==> src/wdt_consts.svh <==
// Constants for the watchdog / interval timer block.
// Assumes inclusion by bare name from the design module and the checker.
`ifndef WDT_CONSTS_SVH
`define WDT_CONSTS_SVH

// ----------------------------------------------------------------------------
// Register word indices, byte address is index times four (printed offsets are not all multiples of four)
// ----------------------------------------------------------------------------
`define IDX_DOG_MODE      16'hFFF9
`define IDX_OSC_SETTLE    16'hFFFA
`define IDX_PERIOD_SEL    16'hFF42
`define IDX_IRQ_STATUS    16'h0000
`define IDX_IRQ_MASK      16'h0001
`define IDX_IRQ_CTRL      16'h0002
`define ADDR_OF(idx)      ({(idx), 2'b00})

// ----------------------------------------------------------------------------
// Field positions and reset values
// ----------------------------------------------------------------------------
`define RUN_BIT           7
`define MODE_HI_BIT       4
`define ACTION_BIT        3
`define DOG_MODE_RST      8'h00
`define OSC_SETTLE_RST    3'h4
`define PERIOD_SEL_RST    3'h0
`define IRQ_MASK_RST      3'h0
`define IRQ_CTRL_RST      2'h3
`define ST_INTERVAL       0
`define ST_NMI            1
`define ST_RESET          2
`define CTRL_MASK_BIT     0
`define CTRL_PRIO_BIT     1

// ----------------------------------------------------------------------------
// Divider: one prescaler step per 2^PRESCALE_LOG2 main-clock cycles
// ----------------------------------------------------------------------------
`define PRESCALE_LOG2     4
`define COUNT_W           20

`endif

==> src/wdt_pkg.sv <==
// Types shared by the watchdog / interval timer block.
// Assumes wdt_consts.svh is on the include path.
package wdt_pkg;
  typedef enum logic [1:0] {
    MODE_INTERVAL,
    MODE_NMI,
    MODE_RESET
  } dog_mode_t;
endpackage

==> src/watchdog_interval_timer.sv <==
// Watchdog / interval timer with Wishbone classic slave and settle-time select.
// Assumes one clock clk_i (main clock), synchronous reset, pins synchronised here.
//
// Contract
// RQ1 - Writing one to run bit clears counter and starts counting; zero has no effect.
// RQ2 - Software cannot clear run bit once set; only reset stops counting.
// RQ3 - Mode bits are sticky once set; watchdog mode locks out interval mode.
// RQ4 - Mode hi zero gives interval interrupt; hi one, action zero gives NMI.
// RQ5 - Both mode bits set makes overflow raise system reset instead.
// RQ6 - Interval mode with run set acts as periodic timer interrupting each overflow.
// RQ7 - Prescaler is not cleared on restart; first overflow may come slightly early.
// RQ8 - Three-bit period field selects 2^12..2^18 and 2^20 main-clock cycles.
// RQ9 - Software must restart run bit within each detection period.
// RQ10 - Counter keeps counting in halt and freezes in stop.
// RQ11 - Software should set run bit just before executing stop.
// RQ12 - Counter stops while processor runs from subsystem clock.
// RQ13 - Interval interrupt obeys mask and priority flags; highest default priority.
// RQ14 - Reset loads mode register with zero: stopped, interval mode.
// RQ15 - Settle field codes 0..4 give 2^12,2^14,2^15,2^16,2^17 cycles.
// RQ16 - Settle register resets to code four.
// RQ17 - Period field codes 0..7 map to 2^12..2^18,2^20; resets to zero.
// RQ18 - Each overflow is a one-cycle pulse and counting restarts from zero.
`timescale 1ns/1ns
`include "wdt_consts.svh"

module watchdog_interval_timer #(
  parameter int PRESCALE_LOG2 = `PRESCALE_LOG2
) (
  input wire logic clk_i,                // Main clock, 125 MHz
  input wire logic rst_i,                // Synchronous reset, active high
  input wire logic [31:0] wb_adr_i,      // Wishbone byte address
  input wire logic [31:0] wb_dat_i,      // Wishbone write data
  input wire logic [3:0] wb_sel_i,       // Wishbone byte select
  input wire logic wb_we_i,              // Wishbone write enable
  input wire logic wb_cyc_i,             // Wishbone cycle
  input wire logic wb_stb_i,             // Wishbone strobe
  output logic [31:0] wb_dat_o,          // Wishbone read data
  output logic wb_ack_o,                 // Wishbone acknowledge
  input wire logic cpu_halt_i,           // Processor in halt (pin)
  input wire logic cpu_stop_i,           // Processor in stop (pin)
  input wire logic cpu_on_subclk_i,      // Processor on subsystem clock (pin)
  output wdt_pkg::dog_mode_t mode_o,     // Decoded operating mode
  output logic interval_irq_o,           // Maskable interval request, one pulse
  output logic interval_irq_priority_o,  // Priority flag of interval request
  output logic nmi_o,                    // Non-maskable request, one pulse
  output logic sys_reset_o,              // System reset request, one pulse
  output logic [`COUNT_W-1:0] settle_cycles_o, // Selected settle time in cycles
  output logic irq_o                     // Level interrupt, status masked by irq_mask
);
  import wdt_pkg::*;

  // --------------------------------------------------------------------------
  // Period, settle and address decode functions
  // --------------------------------------------------------------------------
  function automatic logic [4:0] period_log2(input logic [2:0] code);
    case (code)
      3'h0: period_log2 = 5'h0C; // [RQ8] [RQ17]
      3'h1: period_log2 = 5'h0D;
      3'h2: period_log2 = 5'h0E;
      3'h3: period_log2 = 5'h0F;
      3'h4: period_log2 = 5'h10;
      3'h5: period_log2 = 5'h11;
      3'h6: period_log2 = 5'h12;
      default: period_log2 = 5'h14;
    endcase
  endfunction

  function automatic logic [4:0] settle_log2(input logic [2:0] code);
    case (code)
      3'h0: settle_log2 = 5'h0C; // [RQ15]
      3'h1: settle_log2 = 5'h0E;
      3'h2: settle_log2 = 5'h0F;
      3'h3: settle_log2 = 5'h10;
      default: settle_log2 = 5'h11;
    endcase
  endfunction

  function automatic logic hit(input logic [31:0] adr, input logic [15:0] idx);
    hit = (adr[17:0] == `ADDR_OF(idx));
  endfunction

  // --------------------------------------------------------------------------
  // Pin synchronisers
  // --------------------------------------------------------------------------
  logic [2:0] pin_meta;
  logic [2:0] pin_sync;
  always_ff @(posedge clk_i)
  begin
    if (rst_i)
    begin
      pin_meta <= 3'h0;
      pin_sync <= 3'h0;
    end
    else
    begin
      pin_meta <= {cpu_on_subclk_i, cpu_stop_i, cpu_halt_i};
      pin_sync <= pin_meta;
    end
  end
  logic in_stop;
  logic on_subclk;
  assign in_stop = pin_sync[1];
  assign on_subclk = pin_sync[2];

  // --------------------------------------------------------------------------
  // Bus decode
  // --------------------------------------------------------------------------
  logic req;
  logic wr;
  logic rd;
  logic wr_mode;
  assign req = wb_cyc_i & wb_stb_i & ~wb_ack_o;
  assign wr = req & wb_we_i & wb_sel_i[0];
  assign rd = req & ~wb_we_i;
  assign wr_mode = wr & hit(wb_adr_i, `IDX_DOG_MODE);

  always_ff @(posedge clk_i)
  begin
    if (rst_i)
      wb_ack_o <= 1'b0;
    else
      wb_ack_o <= req;
  end

  // --------------------------------------------------------------------------
  // Control registers
  // --------------------------------------------------------------------------
  logic run;
  logic mode_hi;
  logic action;
  logic [2:0] period_sel;
  logic [2:0] settle_sel;
  logic [2:0] irq_mask;
  logic [1:0] irq_ctrl;
  logic restart;
  assign restart = wr_mode & wb_dat_i[`RUN_BIT];

  always_ff @(posedge clk_i)
  begin
    if (rst_i)
      run <= 1'(`DOG_MODE_RST >> `RUN_BIT); // [RQ14]
    else if (wr_mode)
      run <= run | wb_dat_i[`RUN_BIT]; // [RQ2]
  end

  always_ff @(posedge clk_i)
  begin
    if (rst_i)
      mode_hi <= 1'(`DOG_MODE_RST >> `MODE_HI_BIT);
    else if (wr_mode)
      mode_hi <= mode_hi | wb_dat_i[`MODE_HI_BIT]; // [RQ3]
  end

  always_ff @(posedge clk_i)
  begin
    if (rst_i)
      action <= 1'(`DOG_MODE_RST >> `ACTION_BIT);
    else if (wr_mode)
      action <= action | wb_dat_i[`ACTION_BIT]; // [RQ3]
  end

  always_ff @(posedge clk_i)
  begin
    if (rst_i)
      period_sel <= `PERIOD_SEL_RST; // [RQ17]
    else if (wr & hit(wb_adr_i, `IDX_PERIOD_SEL))
      period_sel <= wb_dat_i[2:0];
  end

  always_ff @(posedge clk_i)
  begin
    if (rst_i)
      settle_sel <= `OSC_SETTLE_RST; // [RQ16]
    else if (wr & hit(wb_adr_i, `IDX_OSC_SETTLE))
      settle_sel <= wb_dat_i[2:0];
  end

  always_ff @(posedge clk_i)
  begin
    if (rst_i)
      irq_mask <= `IRQ_MASK_RST;
    else if (wr & hit(wb_adr_i, `IDX_IRQ_MASK))
      irq_mask <= wb_dat_i[2:0];
  end

  always_ff @(posedge clk_i)
  begin
    if (rst_i)
      irq_ctrl <= `IRQ_CTRL_RST;
    else if (wr & hit(wb_adr_i, `IDX_IRQ_CTRL))
      irq_ctrl <= wb_dat_i[1:0];
  end

  dog_mode_t mode;
  always_comb
  begin
    case ({mode_hi, action})
      2'b10: mode = MODE_NMI; // [RQ4]
      2'b11: mode = MODE_RESET; // [RQ5]
      default: mode = MODE_INTERVAL; // [RQ4]
    endcase
  end

  // --------------------------------------------------------------------------
  // Prescaler and counter
  // --------------------------------------------------------------------------
  // The prescaler advances whenever the counter is active and is never cleared by a restart, so the first
  // period after a restart is short by up to one prescaler step.
  logic [PRESCALE_LOG2-1:0] prescale;
  logic [`COUNT_W-1:0] count;
  logic tick;
  logic active;
  logic overflow;
  logic [`COUNT_W-1:0] limit;
  assign active = run & ~in_stop & ~on_subclk; // [RQ10] [RQ12]
  assign tick = active & (&prescale);
  assign limit = `COUNT_W'((32'h1 << (32'(period_log2(period_sel)) - PRESCALE_LOG2)) - 32'h1);
  assign overflow = tick & (count >= limit);

  always_ff @(posedge clk_i)
  begin
    if (rst_i)
      prescale <= '0;
    else if (active)
      prescale <= prescale + 1'b1; // [RQ7]
  end

  always_ff @(posedge clk_i)
  begin
    if (rst_i)
      count <= '0;
    else if (restart)
      count <= '0; // [RQ1]
    else if (overflow)
      count <= '0; // [RQ18] [RQ6]
    else if (tick)
      count <= count + 1'b1;
  end

  // --------------------------------------------------------------------------
  // Event outputs
  // --------------------------------------------------------------------------
  logic [2:0] event_now;
  assign event_now = {overflow & (mode == MODE_RESET),
                      overflow & (mode == MODE_NMI),
                      overflow & (mode == MODE_INTERVAL)};

  always_ff @(posedge clk_i)
  begin
    if (rst_i)
      interval_irq_o <= 1'b0;
    else
      interval_irq_o <= event_now[`ST_INTERVAL] & ~irq_ctrl[`CTRL_MASK_BIT]; // [RQ13] [RQ6]
  end

  always_ff @(posedge clk_i)
  begin
    if (rst_i)
      nmi_o <= 1'b0;
    else
      nmi_o <= event_now[`ST_NMI]; // [RQ4]
  end

  always_ff @(posedge clk_i)
  begin
    if (rst_i)
      sys_reset_o <= 1'b0;
    else
      sys_reset_o <= event_now[`ST_RESET]; // [RQ5]
  end

  // --------------------------------------------------------------------------
  // Sticky status, cleared by reading it; a new event wins over the clear
  // --------------------------------------------------------------------------
  logic [2:0] status;
  logic rd_status;
  assign rd_status = rd & hit(wb_adr_i, `IDX_IRQ_STATUS);
  always_ff @(posedge clk_i)
  begin
    if (rst_i)
      status <= 3'h0;
    else if (rd_status)
      status <= event_now;
    else
      status <= status | event_now;
  end

  always_ff @(posedge clk_i)
  begin
    if (rst_i)
      irq_o <= 1'b0;
    else
      irq_o <= |((rd_status ? event_now : (status | event_now)) & irq_mask);
  end

  // --------------------------------------------------------------------------
  // Read data and static outputs
  // --------------------------------------------------------------------------
  always_ff @(posedge clk_i)
  begin
    if (rst_i)
      wb_dat_o <= 32'h0;
    else if (rd)
    begin
      if (hit(wb_adr_i, `IDX_DOG_MODE))
        wb_dat_o <= {24'h0, run, 2'b00, mode_hi, action, 3'b000};
      else if (hit(wb_adr_i, `IDX_PERIOD_SEL))
        wb_dat_o <= {29'h0, period_sel};
      else if (hit(wb_adr_i, `IDX_OSC_SETTLE))
        wb_dat_o <= {29'h0, settle_sel};
      else if (rd_status)
        wb_dat_o <= {29'h0, status};
      else if (hit(wb_adr_i, `IDX_IRQ_MASK))
        wb_dat_o <= {29'h0, irq_mask};
      else if (hit(wb_adr_i, `IDX_IRQ_CTRL))
        wb_dat_o <= {30'h0, irq_ctrl};
      else
        wb_dat_o <= 32'h0;
    end
  end

  always_ff @(posedge clk_i)
  begin
    if (rst_i)
      mode_o <= MODE_INTERVAL;
    else
      mode_o <= mode;
  end

  always_ff @(posedge clk_i)
  begin
    if (rst_i)
      interval_irq_priority_o <= 1'(`IRQ_CTRL_RST >> `CTRL_PRIO_BIT);
    else
      interval_irq_priority_o <= irq_ctrl[`CTRL_PRIO_BIT]; // [RQ13]
  end

  always_ff @(posedge clk_i)
  begin
    if (rst_i)
      settle_cycles_o <= '0;
    else
      settle_cycles_o <= `COUNT_W'(32'h1 << settle_log2(settle_sel)); // [RQ15]
  end
endmodule

==> config.mk <==
export PLATFORM = sky130hd
export DESIGN_NAME = watchdog_interval_timer
export DESIGN_NICKNAME = d
export VERILOG_FILES = /design/src/wdt_pkg.sv /design/src/watchdog_interval_timer.sv
export VERILOG_INCLUDE_DIRS = /design/src
export SDC_FILE = /design/constraint.sdc
export NUM_CORES = 1
export LEC_CHECK = 0
export BUFFER_PORTS_ARGS = -buffer_cell sky130_fd_sc_hd__buf_2
export CAP_MARGIN = 15
export CORE_UTILIZATION = 44
export CTS_CLUSTER_DIAMETER = 30
export DETAILED_ROUTE_END_ITERATION = 7
export PLACE_DENSITY = 0.76
export SLEW_MARGIN = 20
export SYNTH_ARGS = -nofsm -noshare
export SYNTH_HDL_FRONTEND = slang
export SYNTH_SLANG_ARGS = --single-unit
==> constraint.sdc <==
create_clock -name clk_i -period 2.07 [get_ports clk_i]
set_input_delay 0.1035 -clock clk_i [delete_from_list [all_inputs] [get_ports clk_i]]
set_output_delay 0.1035 -clock clk_i [all_outputs]
set_load 0.05 [all_outputs]
==> flow_summary.ini <==
[critical_path]
startpoint_type = flop
crit_type = flop to flop
end_kind = flop
cpMostUsedCell = nor2_1
cp_slowest_stage_delay_ns = 0.42
arrival_ns = 2.41
path_cells = buf_6 -> o21ai_1 -> ha_2 -> a21oi_2 -> nor2_1 -> o31ai_2 -> o21ai_4 -> a211o_4 -> buf_12 -> nor2_1
required_ns = 2.35
crit_slowest_cell = dfxtp_4
path_max_fanout = 10
rrSetupSlack_ns = -0.06
rr_endpoint = count[8]$_SDFFE_PP0P_
worstReg2RegStart = period_sel[2]$_SDFFE_PP0P_
r2r_cells = 10

[clock_network]
clock-sinks = 79
cts_tree = yes
clkLatencyLatePin_ns = 0.36
cts.clk_slew.worst_paths_ns = 0.08
root_buffer = clkbuf_8
htreeDepth = 3
clock_path_buffers = 2
cts-buffers-inserted = 9

[die]
die_h_um = 91.1
num_rows = 32
io_pins = 136
core-area_um2 = 7690
start_util_pct = 45.4
die_x_um = 91.1
die_area_um2 = 8300

[place]
io_buffers = 65
place_ws_ns = -0.165
place_hpwl_um = 4950
gp_congestion = 0.817

[finish]
drive_gt1_share_pct = 27.4
syn2layout_area_growth_pct = 28.7
utilization_pct = 58.5
final_nets = 588
num_antenna_cells = 0

[yosys]
post_synth.cell_area_avg_um2 = 9.05
netlist_area_um2 = 3490
yosysTopAreaCell = dfxtp_1
ys_seq_elements = 79
synthArstFlopShare_pct = 0
postSynthCellCount = 386
synth_edf_count = 0
synth_top_flop_cell = dfxtp_1
synth-seq-area-share_pct = 45.3
yosysTopAreaCellShare_pct = 45.3
ys_top_cells_by_area = dfxtp_1 (45%), ha_1 (6.1%), buf_4 (5.6%), nor2_1 (5.5%), nand2_1 (3.7%)
yosys_warnings = 0
synthDistinctLibCells = 47

[grt]
antenna_found_initial = 0
grt_pass1_wl_um = 11600
grt.total_usage_pct = 17.3
grt_pass1_vias = 2638
grt_max_degree = 32
grt_overflow = 0

[route]
drc = 0
post_drt_wl_per_cell_um = 12.0
wirelength_um = 7230
first_iter_violations = 115
routed-via-count = 2921
via_per_inst = 4.85
drtAntennaViolNets = 0
dr.pass1.iters = 4

[min_path]
hold_path_class = input port to flop
min-delay-start = wb_dat_i[2]
hold_path_depth = 3
whs_endpoint = settle_sel[2]$_SDFFE_PP1P_

[power]
vdd_ir_drop_max_mv = 0.480
total_power_mw = 3.17
p_leak_nw = 1.89
powerDensity_nw_per_um2 = 706

[timing]
rsz0062_at_grt = true
hold_viol = 0
fmax_ghz = 0.470
setup_viol = 20
finalMaxSlewViolations = 0
slew_headroom_pct = 64.2
timing.final.crit_share_pct = 103
worstMarginPinSlew_ns = 0.531
setup_ws_ns = -0.0558
clock-skew-final_ns = 0.0120
hold_ws_ns = 0.0202
min_period_ns = 2.13

[flow_run]
maxCapViolCount = 0

[outcome]
violations = negative setup slack
status = complete, but fails checks
==> synthesized netlist by cell type (all sizes together), types with 2 or more instances <==
cell type	number
a211o	3
a21oi	18
a221oi	5
a22oi	6
and2	5
and3	5
and4	3
buf	30
clkbuf	8
conb	2
dfxtp	79
ha	17
inv	6
mux2i	5
nand2	34
nand2b	7
nand3	17
nand3b	2
nand4	11
nor2	51
nor2b	9
nor3	10
nor3b	2
nor4	3
nor4b	3
o21ai	6
o21bai	2
or2	3
or3	2
xnor2	8
xor2	14
==> layer usage <==
metal  wire length, um  global-route usage (%)  share of wire [%]
met5                 0                       0                  0
met3               400                    5.11                5.5
met1              3100                    20.6                 43
met4                95                    4.63                1.3
met2              3630                    30.4                 50
==> area by class of cell <==
cell class              instances  area [um^2]
multi-input cells             309         1960
clock buffers                  11          151
well taps                     102          128
repair buffers                 90          557
clock inverters                 5         86.3
inverters                       6         22.5
flip-flops and latches         79         1590
fillers                       651         3190
==> stage by stage <==
| stage | cells | TNS (ns) | area, um^2 |
|---|---|---|---|
| final | 602 | -0.751 | 4490 |
| after CTS | 601 | -0.411 | 4350 |
| after global routing | 602 | -3.07 | 4490 |
| after detailed placement | 580 | -3.40 | 4030 |
| after global placement | 580 | -2.15 | 4030 |
| after floorplan | 432 | 0 | 3670 |
==> where the power goes <==
part	total [mW]	internal (mW)	switching, mW	leakage [nW]
registers	1.54	1.54	0.00487	0.646
logic	0.297	0.0650	0.232	1.13
clock network	1.33	0.756	0.579	0.121
==> cell families after synthesis <==
group	after synthesis	synth area share, %
XOR/XNOR	22	5.52
AO/OA/AOI/OAI	47	8.96
multiplexers	5	1.43
adder cells (fa/ha/maj)	17	6.09
AND/OR/NAND/NOR	170	24.9
other	2	0.215
buffers and inverters	44	7.63
flip-flops	79	45.3
==> flip-flops by register name, indices dropped and copies added, names as in the netlist, 3 cells and up <==
register / cells
count: 20
irq_mask: 3
period_sel: 3
prescale: 4
settle_cycles_o: 20
settle_sel: 3
status: 3
wb_dat_o: 6
==> timing repair <==
action | 4_1_cts | 5_1_grt
cloned | 0 | 1
setup endpoints to repair | 25 | 25
pin swaps | 4 | 3
gates resized for setup | 10 | 22
setup buffers | 1 | 0
hold buffers | 4 | 0
endpoints found under the hold margin | 4 | 0
==> layout by cell type, fill, tap and decap left out, types with 6 or more instances in the layout <==
cell type and count:
nor2_1 45, xor2_1 14, ha_1 12, xnor2_1 8
buf_4 18, inv_1 6, buf_2 65, dfxtp_1 76
nor2b_1 9, nand3_1 15, nand2_1 33, conb_1 48
clkbuf_8 11, nor3_1 8, nand2b_1 7, nand4_1 10
a21oi_1 17, a22oi_1 6
==> worst max-delay path: cells and delay by family (launching register included) <==
family          cells  cell delay (ns)
compound gates      5             1.00
flops               1             0.42
simple gates        2             0.17
fa+ha+maj           1             0.20
buf+inv             2             0.27
==> how the worst max path moves through the flow <==
stage | start | to | slack, ns | depth (start not counted)
floorplan | period_sel[2]$_SDFFE_PP0P_ | count[8]$_SDFFE_PP0P_ | 0.02 | 10
global route | period_sel[2]$_SDFFE_PP0P_ | count[8]$_SDFFE_PP0P_ | -0.16 | 9
detailed placement | period_sel[2]$_SDFFE_PP0P_ | count[9]$_SDFFE_PP0P_ | -0.17 | 10
finish | period_sel[2]$_SDFFE_PP0P_ | count[8]$_SDFFE_PP0P_ | -0.06 | 10
CTS | period_sel[1]$_SDFFE_PP0P_ | count[11]$_SDFFE_PP0P_ | -0.03 | 9
global placement | period_sel[2]$_SDFFE_PP0P_ | count[19]$_SDFFE_PP0P_ | -0.11 | 10
(Power assumes the default switching activity.)
